[src/hdl/imdr_pkg.sv]
/*
  Constants, types and the register map of the two-wire master data block.
  Assumes an 8-bit special-function register port on the system clock.
*/
package imdr_pkg;
  // Register addresses in the special-function space.
  localparam logic [15:0] ADDR_SAD = 16'hff80;
  localparam logic [15:0] ADDR_WR1 = 16'hff81;
  localparam logic [15:0] ADDR_WR2 = 16'hff82;
  localparam logic [15:0] ADDR_RD1 = 16'hff83;
  localparam logic [15:0] ADDR_RD2 = 16'hff84;
  localparam logic [15:0] ADDR_CTL = 16'hff85;
  // Field positions.
  localparam int DIR_BIT = 0;
  localparam int LEN_BIT = 0;
  localparam int START_BIT = 1;
  localparam int ACKERR_BIT = 2;
  // Values after reset.
  localparam logic [7:0] RST_BYTE = 8'h00;
  // Timing: one bus bit at 400 kHz, split into four quarter phases.
  localparam int CLK_NS = 5;
  localparam int BIT_NS = 2500;
  localparam int QTR_CYC = BIT_NS / (4 * CLK_NS);
  localparam logic [6:0] QTR_LAST = 7'(QTR_CYC - 1);
  localparam logic [3:0] ACK_SLOT = 4'h8;
  typedef struct packed {
    logic wr;
    logic [15:0] addr;
    logic [7:0] wdata;
  } imdr_sfr_t;
  typedef enum logic [1:0] {ST_IDLE, ST_START, ST_BITS, ST_STOP} imdr_state_t;
endpackage

[src/hdl/imdr_top.sv]
/*
  Two-wire master with its address, write-data and read-data registers.
  Assumes the processor writes registers through one strobe per cycle, that
  the bus lines are open drain with external pull-ups, and that the
  completion enable arrives from logic on the same clock.
*/
// Functional notes
// - Address register holds seven-bit slave address
// - Address bit zero selects write or read
// - First write register is first data byte
// - Second write byte sent only when length set
// - First received byte lands in first read register
// - Second received byte captured only when length set
// - Length bit selects one or two bytes
// - Start bit launches, stays busy until done
// - Missing acknowledge sets error, cleared on start
// - Completion flag cleared on start; interrupt gated by enable
`timescale 1ns/1ps
module imdr_top
  import imdr_pkg::*;
(
  input wire logic SYS_CLK,
  input wire logic RST_N,
  input wire imdr_sfr_t SFR,
  output logic [7:0] SFR_RDATA,
  input wire logic DONE_ENABLE,
  output logic DONE_FLAG,
  output logic DONE_IRQ,
  output logic SCL_O,
  output logic SCL_OE,
  input wire logic SDA_I,
  output logic SDA_O,
  output logic SDA_OE
);
  imdr_state_t state_q;
  logic [7:0] sad_q, wr1_q, wr2_q, rd1_q, rd2_q, shift_q, rdata_q;
  logic len_q, busy_q, ack_err_q, done_q, irq_q;
  logic [6:0] div_q;
  logic [1:0] ph_q, byte_idx_q, last_idx;
  logic [3:0] bit_cnt_q;
  logic sda_m_q, sda_s_q, rx_bit_q, scl_low_q, sda_low_q;
  logic scl_low_d, sda_low_d;
  logic tick, ph_end, go, reg_wr, csr_wr, rx_byte, byte_end;
  logic [7:0] next_byte;

  assign csr_wr = SFR.wr && (SFR.addr == ADDR_CTL);
  assign go = csr_wr && SFR.wdata[START_BIT] && !busy_q;
  // Data registers are frozen while a transfer runs.
  assign reg_wr = SFR.wr && !busy_q;
  assign tick = busy_q && (div_q == QTR_LAST);
  assign ph_end = tick && (ph_q == 2'd3);
  assign last_idx = len_q ? 2'd2 : 2'd1;
  assign rx_byte = sad_q[DIR_BIT] && (byte_idx_q != 2'd0);
  assign byte_end = (state_q == ST_BITS) && ph_end
                    && (bit_cnt_q == ACK_SLOT);

  always_comb begin
    if (sad_q[DIR_BIT]) begin
      next_byte = 8'hff;
    end else if (byte_idx_q == 2'd0) begin
      next_byte = wr1_q;
    end else begin
      next_byte = wr2_q;
    end
  end

  always_ff @(posedge SYS_CLK or negedge RST_N) begin
    if (!RST_N) begin
      sda_m_q <= 1'b1;
      sda_s_q <= 1'b1;
    end else begin
      sda_m_q <= SDA_I;
      sda_s_q <= sda_m_q;
    end
  end

  always_ff @(posedge SYS_CLK or negedge RST_N) begin
    if (!RST_N) begin
      div_q <= 7'h00;
      ph_q <= 2'h0;
    end else if (!busy_q || go) begin
      div_q <= 7'h00;
      ph_q <= 2'h0;
    end else if (tick) begin
      div_q <= 7'h00;
      ph_q <= ph_q + 2'd1;
    end else begin
      div_q <= div_q + 7'd1;
    end
  end

  always_ff @(posedge SYS_CLK or negedge RST_N) begin
    if (!RST_N) begin
      sad_q <= RST_BYTE;
      wr1_q <= RST_BYTE;
      wr2_q <= RST_BYTE;
      len_q <= 1'b0;
    end else if (reg_wr) begin
      case (SFR.addr)
        ADDR_SAD: sad_q <= SFR.wdata;
        ADDR_WR1: wr1_q <= SFR.wdata;
        ADDR_WR2: wr2_q <= SFR.wdata;
        ADDR_CTL: len_q <= SFR.wdata[LEN_BIT];
        default: ;
      endcase
    end
  end

  always_ff @(posedge SYS_CLK or negedge RST_N) begin
    if (!RST_N) begin
      state_q <= ST_IDLE;
    end else begin
      case (state_q)
        ST_IDLE: if (go) state_q <= ST_START;
        ST_START: if (ph_end) state_q <= ST_BITS;
        ST_BITS: if (byte_end && byte_idx_q == last_idx) state_q <= ST_STOP;
        ST_STOP: if (ph_end) state_q <= ST_IDLE;
        default: state_q <= ST_IDLE;
      endcase
    end
  end

  always_ff @(posedge SYS_CLK or negedge RST_N) begin
    if (!RST_N) begin
      byte_idx_q <= 2'h0;
      bit_cnt_q <= 4'h0;
      shift_q <= RST_BYTE;
    end else if (go) begin
      byte_idx_q <= 2'h0;
      bit_cnt_q <= 4'h0;
      shift_q <= sad_q;
    end else if (byte_end) begin
      bit_cnt_q <= 4'h0;
      byte_idx_q <= byte_idx_q + 2'd1;
      shift_q <= next_byte;
    end else if (state_q == ST_BITS && ph_end) begin
      bit_cnt_q <= bit_cnt_q + 4'd1;
      shift_q <= {shift_q[6:0], rx_bit_q};
    end
  end

  always_ff @(posedge SYS_CLK or negedge RST_N) begin
    if (!RST_N) begin
      rx_bit_q <= 1'b1;
    end else if (state_q == ST_BITS && tick && ph_q == 2'd2) begin
      rx_bit_q <= sda_s_q;
    end
  end

  always_ff @(posedge SYS_CLK or negedge RST_N) begin
    if (!RST_N) begin
      rd1_q <= RST_BYTE;
      rd2_q <= RST_BYTE;
    end else if (byte_end && rx_byte) begin
      if (byte_idx_q == 2'd1) begin
        rd1_q <= shift_q;
      end else begin
        rd2_q <= shift_q;
      end
    end
  end

  always_ff @(posedge SYS_CLK or negedge RST_N) begin
    if (!RST_N) begin
      busy_q <= 1'b0;
      done_q <= 1'b0;
    end else if (go) begin
      busy_q <= 1'b1;
      done_q <= 1'b0;
    end else if (state_q == ST_STOP && ph_end) begin
      busy_q <= 1'b0;
      done_q <= 1'b1;
    end
  end

  always_ff @(posedge SYS_CLK or negedge RST_N) begin
    if (!RST_N) begin
      ack_err_q <= 1'b0;
    end else if (go) begin
      ack_err_q <= 1'b0;
    end else if (state_q == ST_BITS && tick && ph_q == 2'd2
                 && bit_cnt_q == ACK_SLOT && !rx_byte && sda_s_q) begin
      ack_err_q <= 1'b1;
    end
  end

  always_ff @(posedge SYS_CLK or negedge RST_N) begin
    if (!RST_N) begin
      irq_q <= 1'b0;
    end else begin
      irq_q <= done_q && DONE_ENABLE;
    end
  end

  // Quarter phases of a data bit: 0 and 3 hold the clock low, 1 and 2 release it.
  always_comb begin
    scl_low_d = 1'b0;
    sda_low_d = 1'b0;
    case (state_q)
      ST_START: begin
        scl_low_d = (ph_q == 2'd3);
        sda_low_d = (ph_q != 2'd0);
      end
      ST_BITS: begin
        scl_low_d = (ph_q == 2'd0) || (ph_q == 2'd3);
        if (bit_cnt_q != ACK_SLOT) begin
          sda_low_d = !rx_byte && !shift_q[7];
        end else begin
          sda_low_d = rx_byte && (byte_idx_q != last_idx);
        end
      end
      ST_STOP: begin
        scl_low_d = (ph_q == 2'd0);
        sda_low_d = (ph_q == 2'd0) || (ph_q == 2'd1);
      end
      default: ;
    endcase
  end

  always_ff @(posedge SYS_CLK or negedge RST_N) begin
    if (!RST_N) begin
      scl_low_q <= 1'b0;
      sda_low_q <= 1'b0;
    end else begin
      scl_low_q <= scl_low_d;
      sda_low_q <= sda_low_d;
    end
  end

  always_ff @(posedge SYS_CLK or negedge RST_N) begin
    if (!RST_N) begin
      rdata_q <= RST_BYTE;
    end else begin
      case (SFR.addr)
        ADDR_SAD: rdata_q <= sad_q;
        ADDR_WR1: rdata_q <= wr1_q;
        ADDR_WR2: rdata_q <= wr2_q;
        ADDR_RD1: rdata_q <= rd1_q;
        ADDR_RD2: rdata_q <= rd2_q;
        ADDR_CTL: rdata_q <= {5'h00, ack_err_q, busy_q, len_q};
        default: rdata_q <= RST_BYTE;
      endcase
    end
  end

  assign SFR_RDATA = rdata_q;
  assign DONE_FLAG = done_q;
  assign DONE_IRQ = irq_q;
  assign SCL_O = 1'b0;
  assign SCL_OE = scl_low_q;
  assign SDA_O = 1'b0;
  assign SDA_OE = sda_low_q;
endmodule

[config.mk]
export PLATFORM = sky130hd
export DESIGN_NAME = imdr_top
export DESIGN_NICKNAME = d
export VERILOG_FILES = /design/src/hdl/imdr_pkg.sv /design/src/hdl/imdr_top.sv
export SDC_FILE = /design/constraint.sdc
export NUM_CORES = 1
export LEC_CHECK = 0
export BUFFER_PORTS_ARGS = -buffer_cell sky130_fd_sc_hd__buf_2
export CAP_MARGIN = 0
export CORE_MARGIN = 5
export CORE_UTILIZATION = 47
export DETAILED_ROUTE_END_ITERATION = 8
export MAX_ROUTING_LAYER = met4
export PLACE_DENSITY_LB_ADDON = 0.25
export SYNTH_ARGS = -nofsm -noshare
export SYNTH_HDL_FRONTEND = slang
export SYNTH_SLANG_ARGS = --single-unit
[constraint.sdc]
create_clock -name SYS_CLK -period 1.9 [get_ports SYS_CLK]
set_input_delay 0.285 -clock SYS_CLK [delete_from_list [all_inputs] [get_ports SYS_CLK]]
set_output_delay 0.285 -clock SYS_CLK [all_outputs]
set_load 0.005 [all_outputs]
==> results.md <==
Synthesis:
- The average instance in the mapped netlist occupies 11.5 µm².
- After synthesis, the netlist uses 50 different library cells.
- The number of warning messages in the yosys log is 0.
- In the synthesized netlist the async set-or-reset flop fraction comes to 100%.
- The proportion of synthesized chip area in sequential cells is 50.6%.
- Yosys instantiated no cell more often than dfrtp_1.
- The dominant synthesized flop cell is dfrtp_1.
- By area the synthesized netlist is led by dfrtp_1 49%, mux2_2 12%, ha_1 4.6%.
- The number of synthesized flops with an enable pin is 0.
- The top cell type by total area after synthesis is dfrtp_1.
- The share of synthesized area in the top cell type comes to between 40% and 50%.
- The flop and latch count out of synthesis is 83.
- The commonest cells after synthesis are 80 x dfrtp_1, 42 x mux2_2, 26 x nor2_1.
- In the synthesized netlist, the number of instances is ~360.
- After synthesis the cells add up to a little over 0.004 mm².

Placed design:
- The number of port buffers is 40.
- The pre-CTS worst setup slack is -107 ps.
- The sum of net half-perimeters after detailed placement is about 6.6 mm.
- The placement-stage cell area is about 0.0047 mm².
- At the end of routability-driven placement, the weighted congestion stood at ~0.81.

Clock tree:
- The clock passes through at most 2 buffers.
- Clock latency on the worst-skew pair, taken at its later pin, is roughly 370 ps.
- After clock tree synthesis, the clock-pin slew on the worst setup and hold paths is approximately 90 ps.
- TritonCTS built the clock tree.
- CTS built an H-tree with a depth of 3.
- The root buffer selected by CTS is clkbuf_8.
- The clock buffer count from CTS is 9.
- The tree built by TritonCTS fans out to a little over 80 sinks.

Global route:
- The number of antenna violations at the first check in global routing is 0.
- For this run, the total global-route usage over all layers was measured as between 10% and 20%.
- The via count of the first global-routing pass came to ~3000.
- Entering global routing, the biggest net connects 33 pins.
- The first global-routing pass estimated around 15 mm of wire.
- After global routing the overflow that remains totals 0.

Finish:
- From synthesis to final layout, the design area changed by 22.7%.
- The diode insertion count for antenna repair is 0.
- The area of all placed cells without fillers is 0.00504 mm².
- The final net count is between 400 and 500.
- The layout cell share with drive strength beyond 1 is about two fifths.

Drt:
- After detailed routing, the wire length on met1 is 4.17 mm.
- After detailed routing, the number of vias per cell comes to 5.39.
- The total length of routed met3 wires is 299 µm.
- The average detailed-routed wire length per instance is about 16 µm.
- After detailed routing, the number of remaining DRC violations is 0.
- The detailed-route wire length is 8.92 mm.
- The remaining number of nets flagged by the antenna check after routing is 0.
- The first-pass iteration count of the detailed router is 4.
- The detailed route wirelength on metal2 is around 4.3 mm.
- For this block, the initial DRC count from the detailed router was 87.
- For this block, the via count after detailed routing is 2953.
- The detailed router used layers up to and including met4.

Critical path:
- The element type at the critical path start is a flip-flop.
- The class of the most critical setup path is flip-flop to flip-flop.
- The critical path arrival is about 2100 ps.
- The top fanout value on the critical path is 8.
- Data on the critical path is required at its endpoint by 2150 ps.
- For flop-to-flop paths, the worst setup slack is roughly 47 ps.
- The endpoint class of the critical path is a flip-flop.

STA:
- The part of the cycle the worst path needs is a little over nine tenths.
- The post-route minimum period is around 1900 ps.
- Across the routed clock network, the largest skew measured is 10.8 ps.
- Setup repair after global routing could not meet its margin everywhere.
- In the post-route analysis, the smallest setup slack over all paths is around 47 ps.
- The final sum of negative setup slack is 0 ps.
- Setup violations remaining at the end of the flow were counted as 0.
- The final count of pins violating max slew was 0.
- The total count of hold-check failures in the final report is 0.
- The maximum clock frequency is approximately 0.54 GHz.

Floorplan:
- Measured along the x axis, the die boundary spans around 100 µm.
- The floorplan has 34 rows.
- The floorplan step defined a core boundary enclosing roughly 0.0086 mm².
- The vertical die dimension is between 100 and 150 µm.
- The die outline area is roughly 0.011 mm².
- The initial core utilization is roughly 48%.
- Pin placement for this block handled 43 I/O pins.

Power:
- In this run the power density over the cells is around 600 mW/mm².
- The analysis attributes to cell leakage a power of between 2 and 2.5 nW.
- Across the VDD grid, the largest voltage drop is roughly 450 µV.

Run status:
- The flow ran to the end, and the final reports show no timing, DRC or antenna violations.

Flow run:
- The tool flagged a number of max-cap violations equal to 0.

Worst hold path:
- The worst hold path class is input port to flip-flop.
## metal layers
metal / vias to the layer above / GRT usage, %
li1: 1422 / -
met1: 1468 / 23.2
met2: 54 / 27.4
met3: 9 / 3.23
met4: 0 / 6.00
met5: - / -
## power by group
part	total [mW]	internal [mW]	leakage, nW	switching (mW)
combinational	0.112	0.0458	1.27	0.0658
clock	1.22	0.497	0.0855	0.727
sequential	1.77	1.77	1.04	0.00151
## logic make-up after synthesis
group	share of synthesized area [%]
muxes	16.5
AOI/OAI and AO/OA	7.77
other	0.0913
adders and majority gates	4.57
buffers and inverters	3.50
and+or+nand+nor	15.4
xor gates and xnor gates	1.49
DFF	50.6
## sequential cells by signal (all words and copies together), names as in the netlist, 2 cells and up
name and count:
bit_cnt_q 4, rd2_q 8, shift_q 8, wr1_q 8, SFR_RDATA 8, rd1_q 8
wr2_q 8, sad_q 8, state_q 2, ph_q 2, byte_idx_q 2, div_q 7
## worst paths after layout
path	cells past startpoint	startpoint	endpoint
max in group asynchronous	3	RST_N	bit_cnt_q[0]
min in group asynchronous	2	RST_N	ph_q[1]
min	2	DONE_ENABLE	DONE_IRQ
max	7	bit_cnt_q[0]	rd2_q[2]
min reg2reg	0	sda_m_q	sda_s_q
max reg2reg	7	bit_cnt_q[0]	rd2_q[2]
## timing repair
action	CTS	global route
hold endpoints to repair	26	0
hold buffers	2	0
gates resized for setup	3	26
setup endpoints to repair	6	24
cloned	0	0
buffers inserted	1	1
## per-stage QoR
stage          cells  power (mW)  utilization, %  hold slack (ps)
2_1_floorplan    359        1.83               -            -10.6
3_3_place_gp     528        1.92            54.6              247
3_5_place_dp     528        1.92            54.6              250
4_1_cts          547        3.13            57.2              116
5_1_grt          548        3.21            58.4              139
6_report         548        3.11            58.4              127
## placed cells by master (no fill, tap or decap), drive strengths merged, types with 2 or more instances in the layout
master	count
a2111oi	7
a21oi	16
a221o	3
and2	6
and3	3
and3b	2
and4	2
buf	79
clkbuf	9
clkinv	2
clkinvlp	3
conb	2
dfrtp	80
dfstp	3
dlygate4sd3	2
ha	15
inv	21
mux2	43
mux4	8
nand2	25
nand3	12
nand4	4
nand4b	2
nor2	26
nor2b	13
nor3	9
nor4	3
o21ai	17
or3	3
xnor2	3
xor2	4
## critical path, stage by stage (launching register included)
cell and delay (ps):
dfrtp_1 380, inv_1 60, ha_2 170, nand3b_1 160, buf_6 170, nor4_4 260
buf_6 190, mux2_2 350
## final cells by class
type | instances | area (µm²)
Clock buffer | 9 | 124
Clock inverter | 7 | 62.6
Fill cell | 736 | 3600
Inverter | 19 | 71.3
Multi-Input combinational cell | 241 | 1990
Sequential cell | 83 | 2080
Tap cell | 108 | 135
Timing Repair Buffer | 81 | 577
No activity file was read; power rests on OpenSTA's default activity.
